## config.mk

```make
export PLATFORM = sky130hd
export DESIGN_NAME = pdcs_top
export DESIGN_NICKNAME = d
export VERILOG_FILES = /design/src/common/pdcs_pkg.sv /design/src/verilog/pdcs_top.sv
export SDC_FILE = /design/constraint.sdc
export NUM_CORES = 1
export LEC_CHECK = 0
export BUFFER_PORTS_ARGS = -buffer_cell sky130_fd_sc_hd__buf_2
export CAP_MARGIN = 15
export CELL_PAD_IN_SITES_DETAIL_PLACEMENT = 0
export CELL_PAD_IN_SITES_GLOBAL_PLACEMENT = 2
export CORE_AREA = 5 5 111 113
export CTS_CLUSTER_SIZE = 8
export DETAILED_ROUTE_END_ITERATION = 10
export DIE_AREA = 0 0 116 118
export PLACE_DENSITY_LB_ADDON = 0.05
export SLEW_MARGIN = 25
export SYNTH_ARGS = -nofsm -noshare
export SYNTH_HDL_FRONTEND = slang
export SYNTH_SLANG_ARGS = --single-unit
```

## constraint.sdc

```tcl
create_clock -name ref_clk -period 3.2 [get_ports ref_clk]
set_input_delay 0.16 -clock ref_clk [delete_from_list [all_inputs] [get_ports ref_clk]]
set_output_delay 0.16 -clock ref_clk [all_outputs]
set_load 0.05 [all_outputs]
```

## src/common/pdcs_pkg.sv

```systemverilog
// shared constants and types for the pll divider and clock pin select block
package pdcs_pkg;

  localparam logic [7:0] ADDR_DIV_HIGH  = 8'h13;
  localparam logic [7:0] ADDR_REF_LOW   = 8'h14;
  localparam logic [7:0] ADDR_FB_LOW    = 8'h15;
  localparam logic [7:0] ADDR_CLK_SEL   = 8'h17;

  localparam logic [4:0] RST_DIV_HIGH   = 5'h00;
  localparam logic [7:0] RST_REF_LOW    = 8'h41;
  localparam logic [7:0] RST_FB_LOW     = 8'h80;
  localparam logic [5:0] RST_CLK_SEL    = 6'h00;

  // field positions in the high-bits register
  localparam int POS_REF_DIV_BIT8       = 0;
  localparam int POS_FB_DIV_BIT8        = 1;
  localparam int POS_FB_DIV_BIT9        = 2;
  localparam int POS_RSVD_LO            = 3;
  localparam int POS_RSVD_HI            = 4;
  // field positions in the clock select register
  localparam int POS_SRC_LSB            = 0;
  localparam int POS_SHF_LSB            = 3;

  localparam logic [9:0] SLAVE_FB_DIV   = 10'h001;
  localparam logic [9:0] DIV_OFFSET     = 10'h002;

  typedef enum logic [1:0] {
    PDCS_MODE_MASTER = 2'h0,
    PDCS_MODE_PSEUDO = 2'h1,
    PDCS_MODE_SLAVE  = 2'h3
  } pdcs_mode_t;

  typedef enum logic [2:0] {
    PDCS_SRC_XTAL   = 3'h0,
    PDCS_SRC_TEST1  = 3'h1,
    PDCS_SRC_VCODIV = 3'h2,
    PDCS_SRC_FIELD  = 3'h3,
    PDCS_SRC_TEST4  = 3'h4,
    PDCS_SRC_TEST5  = 3'h5,
    PDCS_SRC_HSYNC  = 3'h6,
    PDCS_SRC_VSYNC  = 3'h7
  } pdcs_src_t;

  // divider values handed to the analog loop
  typedef struct packed {
    logic [8:0] refDiv;
    logic [9:0] fbDiv;
    logic [9:0] pixelMul;
    logic [9:0] pixelDiv;
  } pdcs_pll_cfg_t;

  // level inputs feeding the clock pin mux
  typedef struct packed {
    logic xtal;
    logic fieldId;
    logic hsync;
    logic vsync;
  } pdcs_pin_src_t;

endpackage

```

## src/verilog/pdcs_top.sv

```systemverilog
// pll divider registers, phase detector divisor selection and buffered clock pin mux
`timescale 1ns/1ps

// How it works
// - full reference divider is 9 bits, feedback 10 bits, high bits above low byte
// - master and pseudo-master: reference divided by programmed reference divider
// - slave: external pixel clock used, divided by the external clock divide field
// - master and pseudo-master: vco divided by programmed feedback divider
// - slave: feedback division fixed at one, programmed value ignored
// - pixel clock is reference times (feedback+2) over (reference+2)
// - 3-bit select: 000 crystal, 010 divided vco, 011 field id
// - 001, 100, 101 reserved for test; 110 hsync, 111 vsync
// - separate 3-bit factor sets the divided vco frequency
// - factor codes map to 2.5, 3, 3.5, 4, 4.5, 5, 6, 7
module pdcs_top
  import pdcs_pkg::*;
(
  input  wire logic          ref_clk,
  input  wire logic          rst_n,
  input  wire logic [7:0]    regAddr,
  input  wire logic          regWrEn,
  input  wire logic [7:0]    regWrData,
  output logic      [7:0]    regRdData,
  input  wire pdcs_mode_t    clockMode,
  input  wire logic [3:0]    externalClockDivideSel,
  input  wire logic          vcoTick,
  input  wire pdcs_pin_src_t pinSrcAsync,
  output pdcs_pll_cfg_t      pllCfg,
  output logic               clockPinOut
);

  logic [4:0]    divHigh_q, divHigh_d;
  logic [7:0]    refLow_q, refLow_d;
  logic [7:0]    fbLow_q, fbLow_d;
  logic [5:0]    clkSel_q, clkSel_d;
  pdcs_pin_src_t syncA_q, syncB_q;
  logic [3:0]    vcoCnt_q, vcoCnt_d;
  logic          vcoPhase_q, vcoPhase_d;
  logic          vcoOut_q, vcoOut_d;
  logic          pinOut_q, pinOut_d;
  pdcs_pll_cfg_t pllCfg_q, pllCfg_d;

  logic [8:0]    refDivFull;
  logic [9:0]    fbDivFull;
  logic [4:0]    factorX2;
  logic [3:0]    periodLen;
  pdcs_src_t     srcSel;
  logic [2:0]    vcoDivideFactorSel;

  // twice the vco division factor, so half-integer factors stay integral
  function automatic logic [4:0] factor_x2(input logic [2:0] sel);
    unique case (sel)
      3'h0: factor_x2 = 5'h05;
      3'h1: factor_x2 = 5'h06;
      3'h2: factor_x2 = 5'h07;
      3'h3: factor_x2 = 5'h08;
      3'h4: factor_x2 = 5'h09;
      3'h5: factor_x2 = 5'h0A;
      3'h6: factor_x2 = 5'h0C;
      3'h7: factor_x2 = 5'h0E;
    endcase
  endfunction

  // register writes; reserved bits are stored as written and read back
  always_comb
  begin
    divHigh_d = divHigh_q;
    refLow_d  = refLow_q;
    fbLow_d   = fbLow_q;
    clkSel_d  = clkSel_q;
    if (regWrEn)
    begin
      unique case (regAddr)
        ADDR_DIV_HIGH: divHigh_d = regWrData[4:0];
        ADDR_REF_LOW:  refLow_d  = regWrData;
        ADDR_FB_LOW:   fbLow_d   = regWrData;
        ADDR_CLK_SEL:  clkSel_d  = regWrData[5:0];
        default:       divHigh_d = divHigh_q;
      endcase
    end
  end

  always_ff @(posedge ref_clk or negedge rst_n)
  begin
    if (!rst_n)
    begin
      divHigh_q <= RST_DIV_HIGH;
      refLow_q  <= RST_REF_LOW;
      fbLow_q   <= RST_FB_LOW;
      clkSel_q  <= RST_CLK_SEL;
    end
    else
    begin
      divHigh_q <= divHigh_d;
      refLow_q  <= refLow_d;
      fbLow_q   <= fbLow_d;
      clkSel_q  <= clkSel_d;
    end
  end

  // unmapped addresses read as zero, bits above a register's width read as zero
  always_comb
  begin
    unique case (regAddr)
      ADDR_DIV_HIGH: regRdData = {3'h0, divHigh_q};
      ADDR_REF_LOW:  regRdData = refLow_q;
      ADDR_FB_LOW:   regRdData = fbLow_q;
      ADDR_CLK_SEL:  regRdData = {2'h0, clkSel_q};
      default:       regRdData = 8'h00;
    endcase
  end

  assign refDivFull = {divHigh_q[POS_REF_DIV_BIT8], refLow_q};
  assign fbDivFull  = {divHigh_q[POS_FB_DIV_BIT9], divHigh_q[POS_FB_DIV_BIT8], fbLow_q};

  // divisors toward the loop; slave mode swaps in the external clock path
  always_comb
  begin
    if (clockMode == PDCS_MODE_SLAVE)
    begin
      pllCfg_d.refDiv = {5'h00, externalClockDivideSel};
      pllCfg_d.fbDiv  = SLAVE_FB_DIV;
    end
    else
    begin
      pllCfg_d.refDiv = refDivFull;
      pllCfg_d.fbDiv  = fbDivFull;
    end
    pllCfg_d.pixelMul = fbDivFull + DIV_OFFSET;
    pllCfg_d.pixelDiv = {1'b0, refDivFull} + DIV_OFFSET;
  end

  always_ff @(posedge ref_clk or negedge rst_n)
  begin
    if (!rst_n)
      pllCfg_q <= '0;
    else
      pllCfg_q <= pllCfg_d;
  end

  assign pllCfg = pllCfg_q;

  // pin-level sources cross in through two flops each
  always_ff @(posedge ref_clk or negedge rst_n)
  begin
    if (!rst_n)
    begin
      syncA_q <= '0;
      syncB_q <= '0;
    end
    else
    begin
      syncA_q <= pinSrcAsync;
      syncB_q <= syncA_q;
    end
  end

  assign vcoDivideFactorSel = clkSel_q[POS_SHF_LSB +: 3];
  assign srcSel             = pdcs_src_t'(clkSel_q[POS_SRC_LSB +: 3]);
  assign factorX2           = factor_x2(vcoDivideFactorSel);
  // odd factorX2 means a half-integer factor: short and long periods alternate
  assign periodLen = vcoPhase_q ? 4'((factorX2 + 5'h01) >> 1) : 4'(factorX2 >> 1);

  // vco divider counts vco ticks; output is high for the first half of each period, rounded down to whole ticks
  always_comb
  begin
    vcoCnt_d   = vcoCnt_q;
    vcoPhase_d = vcoPhase_q;
    vcoOut_d   = vcoOut_q;
    if (vcoTick)
    begin
      if (vcoCnt_q >= periodLen - 4'h1)
      begin
        vcoCnt_d   = 4'h0;
        vcoPhase_d = factorX2[0] ? ~vcoPhase_q : 1'b0;
        vcoOut_d   = 1'b1;
      end
      else
      begin
        vcoCnt_d = vcoCnt_q + 4'h1;
        vcoOut_d = (vcoCnt_q + 4'h1) < (periodLen >> 1);
      end
    end
  end

  // codes reserved for test drive the pin low; a glitch-free mux is the analog side's job
  always_comb
  begin
    unique case (srcSel)
      PDCS_SRC_XTAL:   pinOut_d = syncB_q.xtal;
      PDCS_SRC_VCODIV: pinOut_d = vcoOut_q;
      PDCS_SRC_FIELD:  pinOut_d = syncB_q.fieldId;
      PDCS_SRC_HSYNC:  pinOut_d = syncB_q.hsync;
      PDCS_SRC_VSYNC:  pinOut_d = syncB_q.vsync;
      PDCS_SRC_TEST1,
      PDCS_SRC_TEST4,
      PDCS_SRC_TEST5:  pinOut_d = 1'b0;
    endcase
  end

  always_ff @(posedge ref_clk or negedge rst_n)
  begin
    if (!rst_n)
    begin
      vcoCnt_q   <= 4'h0;
      vcoPhase_q <= 1'b0;
      vcoOut_q   <= 1'b0;
      pinOut_q   <= 1'b0;
    end
    else
    begin
      vcoCnt_q   <= vcoCnt_d;
      vcoPhase_q <= vcoPhase_d;
      vcoOut_q   <= vcoOut_d;
      pinOut_q   <= pinOut_d;
    end
  end

  assign clockPinOut = pinOut_q;

endmodule // pdcs_top

```

# ---- Word level (Yosys, flattened, before mapping)
# Memory sizes are Yosys's and may differ from the RTL's.
# Index checks and enable logic that the tools add are counted.
dict set report totals {
  memories 1
  in_bits 30
  register_bits 81
  latchBits 0
  ramBits 0
  wordCells 55
  romBits 32
}
dict set report classes {
  n_mux 7
  div_mod_pow 0
  add_sub_neg 5
  magnitude_cmp 2
  shift 0
  bitwise 1
  n_eq_ne 12
  n_mul 0
  n_reduce_logical 7
}
# name depth word_bits rd rd_clocked_by_memory_dff write_ports line
set mem_list {}
lappend mem_list {{(name not given)} 8 4 1 0 0 pdcs_top.sv:52} ;# unique case (sel)
# op n
set ops {}
lappend ops {{8-bit by 5-bit equality test with 1-bit output, second input constant} 4}
lappend ops {{8-bit case mux with 4 select lines} 1}
lappend ops {{19-bit two-way mux} 1}
lappend ops {{3-bit equality test, second input constant} 4}
lappend ops {{10-bit by 2-bit adder with 10-bit output, second input constant} 1}
lappend ops {{9-bit by 2-bit adder with 10-bit output, second input constant} 1}
lappend ops {{2-bit AND reduction} 5}
lappend ops {{4-bit two-way mux} 2}
lappend ops {{3-bit by 2-bit equality test with 1-bit output, second input constant} 2}
lappend ops {{1-bit case mux with 6 select lines} 1}
lappend ops {{5-bit by 1-bit adder with 5-bit output, second input constant} 1}
lappend ops {{4-bit by 1-bit adder with 4-bit output, second input constant} 1}
lappend ops {{4-bit greater-or-equal comparator} 1}
lappend ops {{4-bit by 3-bit less-than comparator with 1-bit output} 1}
lappend ops {{4-bit by 1-bit subtractor with 4-bit output, second input constant} 1}
lappend ops {{3-bit by 1-bit equality test with 1-bit output, second input constant} 1}
lappend ops {{3-bit zero test} 1}
lappend ops {{3-bit OR reduction} 1}
lappend ops {{2-bit equality test, second input constant} 1}
lappend ops {{1-bit two-way mux} 2}
lappend ops {{1-bit NOT} 1}

# ---- Depth between registers and ports, before layout
# An unclocked memory read counts as a cell.
dict set report logic_depth {
  depth_word 6
  depth_mapped 15
  mapped_depth_nobuf 15
}

# ---- Worst setup path after synthesis
# No wires, ideal clock.
dict set report synth_timing {
  path_kind {reg-to-reg}
  from {reg clkSel_q[3]}
  to {reg vcoPhase_q}
  arrival_ps 2957
  setup_ps 125
  path_buffers 0
  path_slack_ps 118
  stages_incl_launch_ff 13
  cell_sequence {dfrtp_1 -> inv_1 -> ha_1 -> mux2_2 -> ha_1 -> mux2i_1 -> nor3b_1 -> xor2_1 -> ha_1 -> a2111oi_0 -> nor3_1 -> a21boi_0 -> o21bai_1}
}
dict set report synth_between {
  elab_chain_len 6
  elab_cells_between_ends 7
}
# item line
set synth_rtl {}
lappend synth_rtl {{start: declaration} pdcs_top.sv:35} ;# logic [5:0] clkSel_q, clkSel_d;
lappend synth_rtl {{start signal: assignment} pdcs_top.sv:97} ;# clkSel_q <= clkSel_d;
lappend synth_rtl {{memory 8 x 4 bit *} -}
lappend synth_rtl {{5-bit by 1-bit adder with 5-bit output} pdcs_top.sv:162} ;# assign periodLen = vcoPhase_q ? 4'((factorX2 + 5'h01) >> 1) : 4'(factorX2 >> 1);
lappend synth_rtl {{4-bit two-way mux} pdcs_top.sv:162}
lappend synth_rtl {{4-bit by 1-bit subtractor with 4-bit output} pdcs_top.sv:172} ;# if (vcoCnt_q >= periodLen - 4'h1)
lappend synth_rtl {{4-bit greater-or-equal comparator} pdcs_top.sv:172}
lappend synth_rtl {{2-bit AND reduction (no source line)} -}
lappend synth_rtl {{end signal: assignment} pdcs_top.sv:213} ;# vcoPhase_q <= vcoPhase_d;
lappend synth_rtl {{end: declaration} pdcs_top.sv:38} ;# logic vcoPhase_q, vcoPhase_d;
# Every way passes the cells marked *; elsewhere a longest branch is shown, timed or not.
# A chain may end at the register's enable or synchronous reset.

# ---- Final worst setup path
dict set report layout_timing {
  from {reg clkSel_q[4]}
  to {reg vcoPhase_q}
}
# Same word-level chain as after synthesis.

==> metrics <==
grt ovf 0; DIE HEIGHT ~120 um; Vias 2,310; Core ar. approximately 0.011 mm^2; most area-consuming cells after synthesis dfrtp_1 (55%), mux2_2 (7.6%), ha_1 (4.9%), mux2i_1 (4.5%), xnor2_1 (3.4%); post-synth design cell area 0.00358 mm^2; clk slew on worst S/H paths roughly 0.06 ns; LEAKAGE 2.35 nW; vias in the first global route 2,431; Least-Margin Pin Slew roughly 0.74 ns; status completed; Hold Crit Start externalClockDivideSel[2]; layout net count between 400 and 500; layout cells sized above 1 39.7%; HPWL reported at the end of detailed placement just under 6000 um; commonest cells after routing, fill and taps aside dfrtp_1 (78), buf_2 (76), mux2_2 (24); warning count from the yosys run 0; die area about 0.014 mm^2; register area share after synthesis 56.8%; pins over their slew limit 0; Clock Skew around 0.0064 ns; hold depth 2; ant diodes 0; Longest Clk Path Bufs 2; post-CTS setup buffers 0; total power just under 3 mW; Yosys top cell by area dfrtp_1; # port buffers between 70 and 80; capturing point of the worst reg2reg path vcoPhase_q; Initial DRC Count 70; CP peak stage delay 0.37 ns; total wire length just over 8000 um; top-area cell type share of the netlist area between 50% and 60%; Place WS -0.261 ns; R2R Setup Slk about 0.25 ns; Async SR Flop Fraction 100%; final hold viol count 0; fmax around 0.34 GHz; worst setup margin 0.252 ns; RSZ-0062 raised after global routing false; CP max-delay cell dfrtp_1; type of the tightest min-delay check in2reg; die width between 100 and 150 um; Synth cell types slightly above 40; gr usage total between 10% and 20%; Logic pwr share a little over a fifth; Top cell by count, worst path ha_1; # setup viols final 0; CTS H-Tree Depth 3; reg2reg path depth 12; most common cell after layout, fill and taps aside dfrtp_1; required time of the critical path approximately 3.4 ns; Final ANT Viol Nets 0; Sw Share 29.2%; clock root buffer master clkbuf_16; DR WL/cell between 15 and 20 um; crit path capture type flip-flop; largest net degree at the start of global routing 82; TritonCTS sink count 81; arrival time of the worst setup path 3.16 ns; final period utilization around 92%; Site Rows 39; Crit Path Class reg2reg; Post-synth EDFFs 0; fin crit period roughly 2.9 ns; Final Core Density between 40% and 50%; cells along the critical path inv_1 -> ha_1 -> mux2_2 -> ha_1 -> mux2i_1 -> nor3b_2 -> xor2_1 -> ha_2 -> nor2_1 -> nor3_4 -> a21boi_0 -> o21bai_1; Worst-Skew Late Latency about 0.33 ns; crit path max fanout 8; Startpoint Class flip-flop; Slew HR 50.8%; first-pass GRT wire length roughly 13,000 um; Synth Instances around 270; Area Overhead vs Synth 28.1%; Initial Util about a third; power per cell area 636 mW/mm^2; Hold Path Sink pllCfg[32]; detailed-route vias per instance 4.52; RR Startpoint clkSel_q[4]; Top Ports a little under 80; drt pass-1 iters 4; part of the power in registers around two fifths; max cap viols 0; dominant synthesized flop cell dfrtp_1; TritonCTS Buffers 9; Peak VDD IR roughly 260 uV; Mean Syn Cell Area between 10 and 15 um^2; TritonCTS clock tree done; Pint between 2 and 2.5 mW; Clk pwr share between 30 and 40%; Hold Slack approximately 0.053 ns; residual DRC count 0; flops & latches, synth between 80 and 90; Placer Congestion between 0.7 and 0.8; Post-Syn Nets 315; Switch Pwr around 0.85 mW; initial antenna violation count 0
## synthesized netlist by cell type, types with 2 or more instances
master and count:
mux2_2 24, dfstp_2 3, o22ai_1 7, nor3b_1 3
or2_2 2, nor3_1 3, a21oi_1 4, mux2i_1 16
and2_1 14, o21ai_0 6, nor2_1 5, and3_1 3
inv_1 12, nand2b_1 3, xnor2_1 14, and3_2 2
nand2_1 10, mux2_4 8, nand3b_1 2, ha_1 14
dfrtp_1 78, nand4_1 3, clkbuf_1 3, xor2_1 5
nand3_1 11
## final cells by class
class | count | area, um^2
tap | 143 | 179
clock buffer | 10 | 229
inverter | 12 | 45.0
timing repair buffer | 87 | 484
sequential | 81 | 2030
multi-input combinational | 172 | 1520
fill | 1099 | 6640
clock inverter | 6 | 90.1
## state kept, by name, indices dropped and copies added (netlist names)
signal / flops
clkSel_q: 6
vcoPhase_q: 1
vcoOut_q: 1
syncB_q: 4
clockPinOut: 1
fbLow_q: 8
refLow_q: 8
syncA_q: 4
divHigh_q: 5
vcoCnt_q: 4
pllCfg: 39
## power by group through the flow
stage / clock network, mW / registers (mW) / logic, mW
after floorplan: 0 / 1.27 / 0.299
after global placement: 0 / 1.20 / 0.532
after detailed placement: 0 / 1.21 / 0.541
after CTS: 1.13 / 1.19 / 0.558
after global routing: 1.18 / 1.20 / 0.705
final: 1.11 / 1.18 / 0.624
## how the worst max path moves through the flow
stage / startpoint / endpoint / cells after the start
2_1_floorplan: clkSel_q[3] / vcoPhase_q / 12
3_3_place_gp: clkSel_q[3] / vcoPhase_q / 12
3_5_place_dp: clkSel_q[4] / vcoPhase_q / 12
4_1_cts: clkSel_q[4] / vcoPhase_q / 12
5_1_grt: clkSel_q[4] / vcoCnt_q[2] / 15
6_report: clkSel_q[4] / vcoPhase_q / 12
## routing by layer
layer	vias up	global-route usage, %	wire (um)
met1	1123	15.9	3510
met4	0	3.92	106
met2	49	20.8	4070
li1	1129	-	-
met5	-	0	0
met3	9	3.44	472
## cell families (layout without fill, tap and decap cells)
group	Yosys count	count (layout)	synth area share (%)
flip-flops	81	81	56.8
AND/OR/NAND/NOR	67	67	11.6
multiplexers	49	49	16.0
AO/OA/AOI/OAI	23	23	3.92
XOR/XNOR	19	19	4.65
buffers and inverters	18	115	2.13
adder cells (fa/ha/maj)	14	14	4.90
## timing repair
| action | 4_1_cts | 5_1_grt |
|---|---|---|
| endpoints found under the hold margin | 5 | 78 |
| gates resized for setup | 1 | 9 |
| pin swaps | 0 | 2 |
| setup endpoints to repair | 6 | 6 |
| hold buffers | 6 | 1 |
## worst max-delay path: cells and delay by family, from the launching register on
| kind | cells | cell delay [ns] |
|---|---|---|
| adder cells (fa/ha/maj) | 3 | 0.77 |
| AND/OR/NAND/NOR | 3 | 0.65 |
| multiplexers | 2 | 0.50 |
| flip-flops | 1 | 0.37 |
| AO/OA/AOI/OAI | 2 | 0.30 |
| XOR/XNOR | 1 | 0.17 |
| buffers and inverters | 1 | 0.08 |
## through the flow
stage	std cells	setup TNS (ns)	cell area, um^2
2_1_floorplan	271	0	3580
3_3_place_gp	488	-0.440	4130
6_report	511	0	4580
3_5_place_dp	488	-0.971	4130
5_1_grt	511	0	4580
4_1_cts	510	0	4520
Power figures use the tool's default switching activity.
